File: src/pkg/epfd_pkg.sv
// Package of constants and types for the parallel port FIFO/DMA block
package epfd_pkg;
	// APB register byte addresses
	localparam logic [11:0] ADDR_CMD_QUEUE   = 12'h000; // Address/command queue
	localparam logic [11:0] ADDR_DATA_QUEUE  = 12'h400; // Data and test queue
	localparam logic [11:0] ADDR_CTRL        = 12'h404; // Control register
	localparam logic [11:0] ADDR_STATUS      = 12'h408; // Status register
	// Control register fields
	localparam int CTRL_MODE_LSB  = 0;  // Mode, 3 bits
	localparam int CTRL_DIR_BIT   = 3;  // Direction, 1 = reverse
	localparam int CTRL_INH_BIT   = 4;  // Service irq inhibit
	localparam int CTRL_DMA_BIT   = 5;  // DMA gate
	localparam int CTRL_FLT_BIT   = 6;  // Fault irq enable, active low
	localparam int CTRL_ACK_BIT   = 7;  // Ack irq enable
	localparam int CTRL_THR_LSB   = 8;  // Threshold field, 4 bits
	localparam logic [11:0] CTRL_RESET = 12'h050; // Inhibit=1, fault en_n=1
	// Status register fields
	localparam int STAT_EMPTY_BIT = 0;
	localparam int STAT_FULL_BIT  = 1;
	localparam int STAT_CNT_LSB   = 2;  // Fill level, 5 bits
	// Modes
	localparam logic [2:0] MODE_STD    = 3'h0;
	localparam logic [2:0] MODE_FIFO   = 3'h2;
	localparam logic [2:0] MODE_ECP    = 3'h3;
	localparam logic [2:0] MODE_TEST   = 3'h6;
	// Queue geometry
	localparam int          QUEUE_DEPTH = 16;
	localparam logic [4:0]  QUEUE_FULL  = 5'h10;
	localparam logic [4:0]  THR_MAX     = 5'h0F; // Threshold 16 acts as 15
	localparam logic        CMD_RLE     = 1'b0;  // Command D7 value for count
	// Timing
	localparam int CLK_HZ          = 40_000_000;
	localparam int DACK_GAP_NS     = 350;
	localparam int DACK_GAP_CYC    =
		(DACK_GAP_NS * (CLK_HZ / 1_000_000) + 999) / 1000; // Rounded up
	localparam logic [5:0] DMA_BURST_MAX = 6'h20; // 32 cycles in a row
	localparam logic [1:0] IRQ_PULSE_CYC = 2'h3;  // Low pulse length
	// Queue entry: byte plus command flag
	typedef struct packed {
		logic       is_cmd; // 1 = command byte
		logic [7:0] data;
	} epfd_entry_s;
	// Forward link byte toward the peripheral
	typedef struct packed {
		logic       host_ack; // 1 = data, 0 = command
		logic [7:0] data;
	} epfd_fwd_s;
	typedef enum logic [1:0] {
		FWD_IDLE,
		FWD_SEND,
		FWD_WAIT
	} epfd_fwd_e;
endpackage

File: src/hw/epfd_core.sv
// Parallel port FIFO, RLE expansion, service interrupts and DMA pacing
//
// Chosen here: the APB interface to the registers and the placing of the registers.
`timescale 1ns/1ps
module epfd_core (
	input  wire logic        CLK_SYS_IN,        // System clock 40 MHz
	input  wire logic        RST_N_IN,          // Async reset, active low
	input  wire logic        PSEL_IN,           // APB select
	input  wire logic        PENABLE_IN,        // APB enable
	input  wire logic        PWRITE_IN,         // APB direction
	input  wire logic [11:0] PADDR_IN,          // APB byte address
	input  wire logic [31:0] PWDATA_IN,         // APB write data
	output logic      [31:0] PRDATA_OUT,        // APB read data
	output logic             PREADY_OUT,        // APB ready
	output logic             PSLVERR_OUT,       // APB error
	input  wire logic        PORT_DMA_ACK_N_IN, // DMA acknowledge
	input  wire logic        DMA_TC_IN,         // DMA terminal count
	input  wire logic [7:0]  DMA_WDATA_IN,      // DMA byte to queue
	output logic      [7:0]  DMA_RDATA_OUT,     // DMA byte from queue
	output logic             PORT_DMA_REQUEST_OUT, // DMA request
	output logic             PORT_IRQ_OUT,      // Irq line level (low)
	output logic             PORT_IRQ_OE_OUT,   // Irq line drive enable
	input  wire logic        FAULT_N_IN,        // Peripheral nFault pin
	input  wire logic        ACK_N_IN,          // Peripheral nAck pin
	input  wire logic        PERIPH_ACK_IN,     // Reverse data/cmd mark
	input  wire logic        REV_VALID_IN,      // Reverse byte strobe
	input  wire logic [7:0]  REV_DATA_IN,       // Reverse byte
	output logic             REV_READY_OUT,     // Room for reverse byte
	output logic      [7:0]  FWD_DATA_OUT,      // Forward byte
	output logic             FWD_HOST_ACK_OUT,  // Forward data/cmd mark
	output logic             FWD_VALID_OUT,     // Forward byte valid
	input  wire logic        FWD_TAKEN_IN,      // Peripheral took byte
	output logic             CTRL_PUSH_PULL_OUT // Control drivers push-pull
);
	localparam int CW = $clog2(epfd_pkg::DACK_GAP_CYC + 1);

	// Register state
	logic [11:0] ctrl_reg;                    // Control register
	logic [2:0]  mode;                        // Current mode
	logic        dir_rev;                     // Reverse direction
	logic        inhibit;                     // Service irq inhibit view
	logic        dma_gate;                    // DMA gate view
	logic [3:0]  thr_field;                   // Programmed threshold
	epfd_pkg::epfd_entry_s mem [epfd_pkg::QUEUE_DEPTH]; // Queue storage
	logic [3:0]  wr_ptr_reg;                  // Write pointer
	logic [3:0]  rd_ptr_reg;                  // Read pointer
	logic [4:0]  count_reg;                   // Fill level
	logic        q_empty;                     // Queue empty
	logic        q_full;                      // Queue full
	logic        q_enabled;                   // Queue in use
	logic        push;                        // Write one entry
	logic        pop;                         // Read one entry
	logic        fwd_pop;                     // Forward engine takes head
	epfd_pkg::epfd_entry_s push_entry;        // Entry to write
	epfd_pkg::epfd_entry_s head;              // Oldest entry
	// Pin synchronisers
	logic [1:0]  fault_sync_reg;              // nFault synchroniser
	logic [1:0]  ack_sync_reg;                // nAck synchroniser
	logic [1:0]  dack_sync_reg;               // DMA ack synchroniser
	logic [1:0]  tc_sync_reg;                 // Terminal count sync
	logic        fault_prev_reg;              // Last synced nFault
	logic        ack_prev_reg;                // Last synced nAck
	logic        dack_prev_reg;               // Last synced ack
	logic        flt_en_prev_reg;             // Last fault enable_n
	logic        inh_prev_reg;                // Last inhibit value
	// Bus decode
	logic        apb_access;                  // Access phase
	logic        apb_wr;                      // Write completes
	logic        apb_rd;                      // Read completes
	logic        dma_cycle;                   // DACK active edge
	// Forward engine
	epfd_pkg::epfd_fwd_e fwd_state_reg;       // Forward state
	logic [7:0]  rle_left_reg;                // Copies still to send
	logic        rle_pend_reg;                // Count waiting for byte
	// Interrupt and DMA
	logic [4:0]  thr_eff;                     // Clamped threshold
	logic [4:0]  free_cnt;                    // Free positions
	logic        svc_cond;                    // Service condition holds
	logic        svc_fire;                    // Service event
	logic        err_fire;                    // Fault/ack event
	logic        tc_hit;                      // Qualified terminal count
	logic [1:0]  pulse_reg;                   // Irq pulse timer
	logic [5:0]  burst_reg;                   // DMA cycles in a row
	logic        burst_hold_reg;              // Waiting for DACK gap
	logic [CW-1:0] gap_reg;                   // DACK high time

	assign mode      = ctrl_reg[epfd_pkg::CTRL_MODE_LSB +: 3];
	assign dir_rev   = ctrl_reg[epfd_pkg::CTRL_DIR_BIT];
	assign inhibit   = ctrl_reg[epfd_pkg::CTRL_INH_BIT];
	assign dma_gate  = ctrl_reg[epfd_pkg::CTRL_DMA_BIT];
	assign thr_field = ctrl_reg[epfd_pkg::CTRL_THR_LSB +: 4];

	// Queue only works in FIFO, ECP and test modes
	assign q_enabled = (mode == epfd_pkg::MODE_FIFO) ||
		(mode == epfd_pkg::MODE_ECP) || (mode == epfd_pkg::MODE_TEST);
	assign q_empty = (count_reg == 5'h00);
	assign q_full  = (count_reg == epfd_pkg::QUEUE_FULL);
	assign head    = mem[rd_ptr_reg];

	// APB decode, zero wait states
	assign apb_access = PSEL_IN && PENABLE_IN;
	assign apb_wr     = apb_access && PWRITE_IN;
	assign apb_rd     = apb_access && !PWRITE_IN;
	// Acknowledge alone selects the queue, no address needed
	assign dma_cycle  = dack_prev_reg && !dack_sync_reg[1];

	// Pin synchronisers and edge history
	always_ff @(posedge CLK_SYS_IN or negedge RST_N_IN) begin
		if (!RST_N_IN) begin
			fault_sync_reg <= 2'h3;
			ack_sync_reg   <= 2'h3;
			dack_sync_reg  <= 2'h3;
			tc_sync_reg    <= 2'h0;
			fault_prev_reg <= 1'b1;
			ack_prev_reg   <= 1'b1;
			dack_prev_reg  <= 1'b1;
		end else begin
			fault_sync_reg <= {fault_sync_reg[0], FAULT_N_IN};
			ack_sync_reg   <= {ack_sync_reg[0], ACK_N_IN};
			dack_sync_reg  <= {dack_sync_reg[0], PORT_DMA_ACK_N_IN};
			tc_sync_reg    <= {tc_sync_reg[0], DMA_TC_IN};
			fault_prev_reg <= fault_sync_reg[1];
			ack_prev_reg   <= ack_sync_reg[1];
			dack_prev_reg  <= dack_sync_reg[1];
		end
	end

	// Push source: PIO write, DMA write, or reverse link byte
	always_comb begin
		push = 1'b0;
		push_entry = '0;
		if (q_enabled && !q_full) begin
			if (apb_wr && PADDR_IN == epfd_pkg::ADDR_DATA_QUEUE) begin
				push = 1'b1;
				push_entry = {1'b0, PWDATA_IN[7:0]};
			end else if (apb_wr &&
				PADDR_IN == epfd_pkg::ADDR_CMD_QUEUE && !dir_rev) begin
				// Count or channel, sent with HostAck low
				push = 1'b1;
				push_entry = {1'b1, PWDATA_IN[7:0]};
			end else if (dma_cycle && !dir_rev) begin
				push = 1'b1;
				push_entry = {1'b0, DMA_WDATA_IN};
			end else if (REV_VALID_IN && dir_rev &&
				mode == epfd_pkg::MODE_ECP) begin
				// PeriphAck low marks a command; D7 is stored as sent
				push = 1'b1;
				push_entry = {!PERIPH_ACK_IN, REV_DATA_IN};
			end
		end
	end

	// Pop source: PIO read in any queue mode, DMA read in reverse, forward engine
	always_comb begin
		pop = 1'b0;
		fwd_pop = 1'b0;
		if (q_enabled && !q_empty) begin
			if (apb_rd && PADDR_IN == epfd_pkg::ADDR_DATA_QUEUE)
				pop = 1'b1;
			else if (dma_cycle && dir_rev)
				pop = 1'b1;
			else if (fwd_state_reg == epfd_pkg::FWD_IDLE && !dir_rev &&
				mode != epfd_pkg::MODE_TEST &&
				(rle_left_reg == 8'h00 || rle_pend_reg)) begin
				// A pending count lets its data byte through
				pop     = 1'b1;
				fwd_pop = 1'b1;
			end
		end
	end

	// Queue storage
	always_ff @(posedge CLK_SYS_IN) begin
		if (push)
			mem[wr_ptr_reg] <= push_entry;
	end

	// Queue pointers and fill level; cleared outside queue modes
	always_ff @(posedge CLK_SYS_IN or negedge RST_N_IN) begin
		if (!RST_N_IN) begin
			wr_ptr_reg <= 4'h0;
			rd_ptr_reg <= 4'h0;
			count_reg  <= 5'h00;
		end else if (!q_enabled) begin
			wr_ptr_reg <= 4'h0;
			rd_ptr_reg <= 4'h0;
			count_reg  <= 5'h00;
		end else begin
			if (push)
				wr_ptr_reg <= wr_ptr_reg + 4'h1;
			if (pop)
				rd_ptr_reg <= rd_ptr_reg + 4'h1;
			if (push && !pop)
				count_reg <= count_reg + 5'h01;
			else if (pop && !push)
				count_reg <= count_reg - 5'h01;
		end
	end

	// Forward engine with run-length expansion
	always_ff @(posedge CLK_SYS_IN or negedge RST_N_IN) begin
		if (!RST_N_IN) begin
			fwd_state_reg    <= epfd_pkg::FWD_IDLE;
			rle_left_reg     <= 8'h00;
			rle_pend_reg     <= 1'b0;
			FWD_DATA_OUT     <= 8'h00;
			FWD_HOST_ACK_OUT <= 1'b1;
			FWD_VALID_OUT    <= 1'b0;
		end else begin
			case (fwd_state_reg)
			epfd_pkg::FWD_IDLE: begin
				if (fwd_pop) begin
					FWD_DATA_OUT     <= head.data;
					FWD_HOST_ACK_OUT <= !head.is_cmd;
					FWD_VALID_OUT    <= 1'b1;
					fwd_state_reg    <= epfd_pkg::FWD_WAIT;
				end else if (rle_left_reg != 8'h00 && !rle_pend_reg) begin
					// Repeat the data byte still on the link
					FWD_VALID_OUT <= 1'b1;
					rle_left_reg  <= rle_left_reg - 8'h01;
					fwd_state_reg <= epfd_pkg::FWD_WAIT;
				end
			end
			epfd_pkg::FWD_WAIT: begin
				if (FWD_TAKEN_IN) begin
					FWD_VALID_OUT <= 1'b0;
					fwd_state_reg <= epfd_pkg::FWD_SEND;
				end
			end
			epfd_pkg::FWD_SEND: begin
				// One idle cycle between bytes
				fwd_state_reg <= epfd_pkg::FWD_IDLE;
			end
			default: fwd_state_reg <= epfd_pkg::FWD_IDLE;
			endcase
			if (!q_enabled || dir_rev) begin
				rle_left_reg <= 8'h00;
				rle_pend_reg <= 1'b0;
			end else if (fwd_pop && head.is_cmd) begin
				// D7 low: count held until its data byte goes out
				rle_pend_reg <= (head.data[7] == epfd_pkg::CMD_RLE);
				rle_left_reg <= (head.data[7] == epfd_pkg::CMD_RLE) ?
					{1'b0, head.data[6:0]} : 8'h00;
			end else if (fwd_pop) begin
				rle_pend_reg <= 1'b0;
			end
		end
	end

	// Thresholds: field plus one, 16 behaves as 15
	assign thr_eff  = (5'(thr_field) + 5'h01 > epfd_pkg::THR_MAX) ?
		epfd_pkg::THR_MAX : 5'(thr_field) + 5'h01;
	assign free_cnt = epfd_pkg::QUEUE_FULL - count_reg;
	always_comb begin
		svc_cond = 1'b0;
		if (q_enabled && !dma_gate) begin
			if (!dir_rev)
				svc_cond = free_cnt >= epfd_pkg::QUEUE_FULL - thr_eff;
			else
				svc_cond = count_reg >= epfd_pkg::QUEUE_FULL - thr_eff;
		end
	end
	assign tc_hit   = tc_sync_reg[1] && !dack_sync_reg[1];
	// Level condition seen while uninhibited also covers the 1-to-0 case
	assign svc_fire = !inhibit && (svc_cond || (dma_gate && tc_hit));
	assign err_fire =
		(!ctrl_reg[epfd_pkg::CTRL_FLT_BIT] && fault_prev_reg &&
		 !fault_sync_reg[1]) ||
		(flt_en_prev_reg && !ctrl_reg[epfd_pkg::CTRL_FLT_BIT] &&
		 !fault_sync_reg[1]) ||
		(ctrl_reg[epfd_pkg::CTRL_ACK_BIT] && !ack_prev_reg &&
		 ack_sync_reg[1]);

	// Control register; hardware set of inhibit wins over a clear
	always_ff @(posedge CLK_SYS_IN or negedge RST_N_IN) begin
		if (!RST_N_IN) begin
			ctrl_reg        <= epfd_pkg::CTRL_RESET;
			flt_en_prev_reg <= 1'b1;
			inh_prev_reg    <= 1'b1;
		end else begin
			flt_en_prev_reg <= ctrl_reg[epfd_pkg::CTRL_FLT_BIT];
			inh_prev_reg    <= inhibit;
			if (apb_wr && PADDR_IN == epfd_pkg::ADDR_CTRL)
				ctrl_reg <= PWDATA_IN[11:0];
			if (svc_fire)
				ctrl_reg[epfd_pkg::CTRL_INH_BIT] <= 1'b1;
		end
	end

	// Interrupt pulse: drive low briefly, then release
	always_ff @(posedge CLK_SYS_IN or negedge RST_N_IN) begin
		if (!RST_N_IN) begin
			pulse_reg       <= 2'h0;
			PORT_IRQ_OUT    <= 1'b0;
			PORT_IRQ_OE_OUT <= 1'b0;
		end else begin
			PORT_IRQ_OUT <= 1'b0;
			if (svc_fire || err_fire) begin
				pulse_reg       <= epfd_pkg::IRQ_PULSE_CYC;
				PORT_IRQ_OE_OUT <= 1'b1;
			end else if (pulse_reg > 2'h1) begin
				pulse_reg <= pulse_reg - 2'h1;
			end else begin
				pulse_reg       <= 2'h0;
				PORT_IRQ_OE_OUT <= 1'b0;
			end
		end
	end

	// DMA burst limit: 32 cycles, then wait for 350 ns of DACK high
	always_ff @(posedge CLK_SYS_IN or negedge RST_N_IN) begin
		if (!RST_N_IN) begin
			burst_reg      <= 6'h00;
			burst_hold_reg <= 1'b0;
			gap_reg        <= '0;
		end else begin
			if (dma_cycle)
				burst_reg <= burst_reg + 6'h01;
			if (dma_cycle && burst_reg + 6'h01 >= epfd_pkg::DMA_BURST_MAX)
				burst_hold_reg <= 1'b1;
			gap_reg <= dack_sync_reg[1] ? ((gap_reg ==
				CW'(epfd_pkg::DACK_GAP_CYC)) ? gap_reg : gap_reg + 1'b1)
				: '0;
			if (burst_hold_reg &&
				gap_reg == CW'(epfd_pkg::DACK_GAP_CYC)) begin
				burst_hold_reg <= 1'b0;
				burst_reg      <= 6'h00;
			end
			if (!PORT_DMA_REQUEST_OUT && !burst_hold_reg && !dma_cycle)
				burst_reg <= 6'h00;
		end
	end

	// DMA request: gated, drops on empty/full or TC, uninhibit needed
	always_ff @(posedge CLK_SYS_IN or negedge RST_N_IN) begin
		if (!RST_N_IN)
			PORT_DMA_REQUEST_OUT <= 1'b0;
		else
			PORT_DMA_REQUEST_OUT <= q_enabled && dma_gate && !inhibit &&
				!tc_hit && !burst_hold_reg &&
				(dir_rev ? (count_reg > 5'h01 ||
				 (count_reg == 5'h01 && !pop)) :
				 (count_reg < epfd_pkg::QUEUE_FULL - 5'h01));
	end

	// Driver type, DMA read data and reverse room
	always_ff @(posedge CLK_SYS_IN or negedge RST_N_IN) begin
		if (!RST_N_IN) begin
			CTRL_PUSH_PULL_OUT <= 1'b0;
			DMA_RDATA_OUT      <= 8'h00;
			REV_READY_OUT      <= 1'b0;
		end else begin
			CTRL_PUSH_PULL_OUT <= (mode != epfd_pkg::MODE_STD);
			if (dir_rev)
				DMA_RDATA_OUT <= head.data;
			REV_READY_OUT <= q_enabled && dir_rev &&
				count_reg < epfd_pkg::QUEUE_FULL - 5'h01;
		end
	end

	// APB slave: registered read data, zero waits, error on unmapped
	always_ff @(posedge CLK_SYS_IN or negedge RST_N_IN) begin
		if (!RST_N_IN) begin
			PRDATA_OUT  <= 32'h0000_0000;
			PREADY_OUT  <= 1'b0;
			PSLVERR_OUT <= 1'b0;
		end else begin
			PREADY_OUT  <= PSEL_IN && !PENABLE_IN;
			PSLVERR_OUT <= 1'b0;
			PRDATA_OUT  <= 32'h0000_0000;
			if (PSEL_IN && !PENABLE_IN) begin
				case (PADDR_IN)
				epfd_pkg::ADDR_DATA_QUEUE:
					PRDATA_OUT <= {24'h000000, head.data};
				epfd_pkg::ADDR_CMD_QUEUE: ;
				epfd_pkg::ADDR_CTRL:
					PRDATA_OUT <= {20'h00000, ctrl_reg};
				epfd_pkg::ADDR_STATUS:
					PRDATA_OUT <= {25'h0000000, count_reg,
						q_full, q_empty};
				default: PSLVERR_OUT <= 1'b1;
				endcase
			end
		end
	end
endmodule

File: config.mk
export PLATFORM = sky130hd
export DESIGN_NAME = epfd_core
export DESIGN_NICKNAME = d
export VERILOG_FILES = /design/src/pkg/epfd_pkg.sv /design/src/hw/epfd_core.sv
export SDC_FILE = /design/constraint.sdc
export NUM_CORES = 1
export LEC_CHECK = 0
export BUFFER_PORTS_ARGS = -buffer_cell sky130_fd_sc_hd__buf_4
export CAP_MARGIN = 20
export CORE_MARGIN = 2
export CORE_UTILIZATION = 58
export CTS_CLUSTER_DIAMETER = 150
export DETAILED_ROUTE_END_ITERATION = 8
export HOLD_SLACK_MARGIN = 0.02
export PLACE_DENSITY_LB_ADDON = 0.08
export SETUP_SLACK_MARGIN = 0.05
export SLEW_MARGIN = 0
export SYNTH_ARGS = -nofsm -noshare
export SYNTH_HDL_FRONTEND = slang
export SYNTH_SLANG_ARGS = --single-unit
File: constraint.sdc
create_clock -name CLK_SYS_IN -period 3.1 [get_ports CLK_SYS_IN]
set_clock_uncertainty 0.05 [all_clocks]
set_input_delay 0.62 -clock CLK_SYS_IN [delete_from_list [all_inputs] [get_ports CLK_SYS_IN]]
set_output_delay 0.62 -clock CLK_SYS_IN [all_outputs]
set_load 0.005 [all_outputs]
* Word level (Yosys, flattened, before mapping)
Memory sizes are Yosys's and may differ from the RTL's.
Index checks and enable logic that the tools add are counted.
** Cells by class
- Add/subtract/negate cells :: 11
- Magnitude comparators :: 7
- Eq/ne operators :: 19
- Muxes and demuxes :: 64
- Bitwise gates (word level) :: 1
- Reductions and logical operators :: 93
** Operator list (number)
- logical AND 1 bit :: 45
- 2-to-1 mux 9 bit :: 5
- 2-to-1 mux 8 bit :: 5
- equality test 12 x 11 -> 1 bit (second input constant) :: 3
- case mux 12 bit (3 select lines) :: 1
- 2-to-1 mux 1 bit :: 30
- 2-to-1 mux 5 bit :: 5
- 2-to-1 mux 4 bit :: 6
- zero test 1 bit :: 21
- 2-to-1 mux 6 bit :: 3
- nonzero test 3 bit :: 5
- adder 4 x 1 -> 4 bit (second input constant) :: 3
- zero test 12 bit :: 1
- 2-to-1 mux 12 bit :: 1
- >= comparator 5 bit :: 2
- 2-to-1 mux 2 bit :: 5
- subtractor 5 bit (first input constant) :: 2
- logical OR 1 bit :: 9
- zero test 8 bit :: 1
- nonzero test 8 bit :: 1
- subtractor 8 x 1 -> 8 bit (second input constant) :: 1
- 2-to-1 mux 7 bit :: 1
- adder 6 x 1 -> 6 bit (second input constant) :: 1
- equality test 3 x 2 -> 1 bit (second input constant) :: 2
- other kinds (28) :: 36
** Word-level totals
- Register bits :: 117
- RAM bits :: 144
- Input bits :: 72
- Output and inout bits :: 57
- Word-level logic and storage cells :: 227
- Memories :: 1
** Memory list
- mem :: depth 16, bits a word 9, rd ports 1, clocked after Yosys merged registers in 0, wr ports 1, RTL line epfd_core.sv:44 : epfd_pkg::epfd_entry_s mem [epfd_pkg::QUEUE_DEPTH];

* Longest topological paths before layout
- Word-level depth :: 13
- Gate-level depth with buffers :: 13
- Gate-level depth less buffers :: 12

* Least setup slack after synthesis
Ideal clock, no wire load.
- Path type :: in2reg
- From :: in PADDR_IN[1]
- To :: mem mem[0][0] (netlist name) (data pin)
- Library setup time :: 0.327 ns
- Arrival time :: 2.459 ns
- Required time :: 2.723 ns
- Slack :: 0.264 ns
- Stages :: 5
- Path buffers :: 0
- Cell sequence :: nor4_4 nand3_4 nor3_1 a221oi_1 nor3_1
** RTL lines
- start: declaration :: RTL line epfd_core.sv:11 : input wire logic [11:0] PADDR_IN,
- end: declaration :: RTL line epfd_core.sv:44

* Worst setup path in the final report
- From :: reg ctrl_reg[8]
- To :: reg PORT_IRQ_OE_OUT
** On the way
- Cells in the longest elaborated chain, start to end :: 11
- Elaborated cells between the ends (all ways) :: 13
- Those cells by class :: add/sub: 2; order compare: 3; eq/ne: 1; mux: 4; reduce/logical: 3
** Ends and longest elaborated chain
- start: declaration :: RTL line epfd_core.sv:38 : logic [11:0] ctrl_reg;
- start signal: assignment :: RTL line epfd_core.sv:277 : ctrl_reg <= epfd_pkg::CTRL_RESET;
- start signal: assignment :: RTL line epfd_core.sv:284 : ctrl_reg <= PWDATA_IN[11:0];
- adder 4 x 1 -> 5 bit * :: RTL line epfd_core.sv:251, epfd_core.sv:252
- greater-than comparator 5 x 4 -> 1 bit :: RTL line epfd_core.sv:251 : assign thr_eff = (5'(thr_field) + 5'h01 > epfd_pkg::THR_MAX) ?
- 2-to-1 mux 5 bit * :: RTL line epfd_core.sv:251
- subtractor 5 bit * :: RTL line epfd_core.sv:258, epfd_core.sv:260
- >= comparator 5 bit, on equally long branches :: RTL line epfd_core.sv:258, epfd_core.sv:260
- 2-to-1 mux 1 bit * :: RTL line epfd_core.sv:257 : if (!dir_rev)
- 2-to-1 mux 1 bit * :: RTL line epfd_core.sv:256 : if (q_enabled && !dma_gate) begin
- logical OR 1 bit * :: RTL line epfd_core.sv:265 : assign svc_fire = !inhibit && (svc_cond || (dma_gate && tc_hit));
- logical AND 1 bit * :: RTL line epfd_core.sv:265
- logical OR 1 bit * :: RTL line epfd_core.sv:298 : if (svc_fire || err_fire) begin
- inequality test 2 bit (no source line) or 2-to-1 mux 1 bit (tied branches)
- end signal: assignment :: RTL line epfd_core.sv:295 : PORT_IRQ_OE_OUT <= 1'b0;
- end signal: assignment :: RTL line epfd_core.sv:300 : PORT_IRQ_OE_OUT <= 1'b1;
- end signal: assignment :: RTL line epfd_core.sv:305 : PORT_IRQ_OE_OUT <= 1'b0;
- end: declaration :: RTL line epfd_core.sv:22 : output logic PORT_IRQ_OE_OUT,
Every way passes the cells marked *; elsewhere a longest branch is shown, timed or not.
A chain may end at the register's enable or synchronous reset.

==> impl_metrics.py <==
metrics = {
    "clocking": {
        "clock_latency_ns": 0.54,
        "cts_sinks": 241,
        "cts_tree": "done",
        "cts_buffers": 25,
        "cts_hold_buf": 1,
        "cts.clk_slew.worst_paths_ns": 0.06,
        "clock_path_buffers": 3,
        "cts-resized-gates": 0,
        "cts.htree.levels": 1,
        "post_cts_buffers": 0,
        "root_buffer": "clkbuf_16",
    },
    "layout": {
        "drive_gt1_share_pct": 28.7,
        "diodes": 0,
        "final_cell_mix": "144 x edfxtp_1, 127 x buf_4, 83 x dfrtp_1, 43 x nand2_1, 41 x nor2_1",
        "largest_reg_flops": 144,
        "nets": 971,
        "syn_to_final_growth_pct": 18.6,
        "final_common_cell": "edfxtp_1",
        "instances_no_fill": 1123,
    },
    "drt": {
        "drc": 0,
        "firstDrtPassIters": 5,
        "met3_length_mm": 1.79,
        "wl_per_cell_um": 22.0,
        "drt-vias-per-instance": 6.13,
        "top_layer_used": "met4",
        "vias": 6885,
        "drt-total-wl_mm": 24.7,
        "wl_met2_mm": 11.8,
        "drtIter0Drc": 507,
        "wl_met1_mm": 10.1,
        "ant_nets": 0,
    },
    "power": {
        "vdd_drop_max_uv": 563,
        "power.leakage_nw": 5.48,
        "p_per_area_nw_per_um2": 511,
    },
    "die": {
        "fp.coreArea_um2": 18100,
        "start_util_pct": 59.6,
        "die_x_um": 141,
        "die_h_um": 141,
        "row_count": 49,
        "dieArea_um2": 19800,
        "pin_count": 129,
    },
    "critical_path": {
        "critPathKind": "reg2reg",
        "rrSetupSlack_ns": 0.24,
        "startpoint_type": "flop",
        "cp_data_required_time_ns": 3.48,
        "cp_max_fo": 6,
        "arrival_ns": 3.24,
        "end_kind": "flop",
    },
    "timing": {
        "min_period_ns": 2.86,
        "report.final.slew_viol_count": 0,
        "fmax_mhz": 350,
        "tightest_slew_ns": 0.852,
        "setup_viol": 0,
        "maxSlewHeadroom_pct": 43.1,
        "fin_crit_sh_pct": 92.3,
        "fin_tns_setup_ns": 0,
        "rsz0062_at_grt": "false",
        "holdWs_ns": 0.140,
        "final-hold-violation-count": 0,
    },
    "global_routing": {
        "overflow": 0,
        "grt_antenna_before_repair": 0,
        "grt_pass1_vias": 6923,
        "grt_pass1_wl_mm": 38.7,
        "grt_max_degree": 65,
        "gr-usage-all-layers_pct": 25.3,
    },
    "worst_hold_path": {
        "hp-class": "in2reg",
    },
    "placement": {
        "dp_cells": 1077,
        "portBuffers": 87,
        "globalplace.congestion": 0.866,
        "place_hpwl_mm": 17.2,
    },
    "yosys": {
        "synth_cell_types": 71,
        "yosysWarnings": 0,
        "synth_edf_count": 144,
        "syn_inst": 747,
        "syn_area_um2": 10800,
        "async_reset_ff_share_pct": 40.2,
        "synth-main-ff-cell": "edfxtp_1",
        "ys_ff_latch": 241,
        "ys_seq_area_share_pct": 62.6,
        "synth.avg_cell_area_um2": 14.5,
    },
    "run_status": {
        "status": "complete, no violations",
    },
    "flow_run": {
        "max-cap-violations": 0,
    },
}
[layout make-up]
cell class              count  area, µm²
clock inverters            10        123
clock buffers              35        704
well taps                 229        287
fillers                  1250       5320
flip-flops and latches    241       6770
inverters                  19       71.3
multi-input cells         453       3750
repair buffers            136       1120
[critical path, cell delays in order (launching register included)]
cell       delay (ns)
dfrtp_1          0.43
inv_1            0.11
ha_1             0.36
and2_1           0.16
ha_1             0.27
inv_1            0.04
ha_1             0.27
a21o_1           0.17
maj3_1           0.36
o2111a_1         0.14
o2bb2ai_1        0.17
buf_4            0.17
nand2_1          0.06
[power breakdown]
group	internal, mW	switching, mW
Combinational	0.0741	0.0848
Sequential	3.40	0.0141
Clock	1.76	1.22
[worst paths after layout]
check                                         end  cells after the start         startpoint
max in group asynchronous       fault_sync_reg[0]                      3           RST_N_IN
worst max register to register    PORT_IRQ_OE_OUT                     12        ctrl_reg[8]
worst min-delay path            fault_sync_reg[0]                      1         FAULT_N_IN
min in group asynchronous           FWD_VALID_OUT                      2           RST_N_IN
worst max-delay path              PORT_IRQ_OE_OUT                     12        ctrl_reg[8]
worst min register to register  fault_sync_reg[1]                      0  fault_sync_reg[0]
[cells in the mapped netlist, drive strengths merged, types with 6 or more instances]
cell type    n  area, µm²
edfxtp     144       4320
dfrtp       84       2100
nand2       43        161
nor2        41        154
mux4        36        811
buf         34        224
mux2        24        270
ha          23        288
clkbuf      20       75.1
inv         19       71.3
a21oi       18        101
a22oi       18        135
nor3        18       90.1
nand3       14       82.6
and2        13       81.3
and3        13       81.3
dfstp       13        342
o21ai       11       55.1
a221oi      10        105
mux2i       10        100
xnor2       10       87.6
nor3b        9       72.6
xor2         9       78.8
nand3b       8       60.1
nor2b        8       50.1
a222oi       7       70.1
and4         7       61.3
nand2b       7       43.8
nand4        6       37.5
nor4         6       73.8
or3          6       37.5
[logic make-up (layout without fill, tap and decap cells)]
family	count (synthesis)	in the layout	synth area share [%]
XOR/XNOR	19	19	1.54
other	1	21	0.0347
buffers and inverters	73	200	3.43
AND/OR/NAND/NOR	210	210	11.0
multiplexers	70	70	10.9
adder cells (fa/ha/maj)	26	26	2.94
AO/OA/AOI/OAI	107	107	7.57
flip-flops	241	241	62.6
[metal layers]
metal	vias up	global-route usage, %
met2	250	40.8
met3	62	4.85
met1	3481	34.8
met4	0	9.68
li1	3092	-
met5	-	0
[per-stage QoR]
step / setup WS (ns) / cell area (µm²) / util [%] / power [mW]
5_1_grt: 0.162 / 12800 / 70.7 / 6.76
4_1_cts: 0.253 / 12800 / 70.7 / 6.61
3_5_place_dp: 0.0992 / 12000 / 66.1 / 3.63
6_report: 0.239 / 12800 / 70.7 / 6.56
2_1_floorplan: 0.264 / 10900 / - / 3.54
3_3_place_gp: 0.199 / 12000 / 66.1 / 3.63
Note: power is estimated with default switching activity, not from simulation.
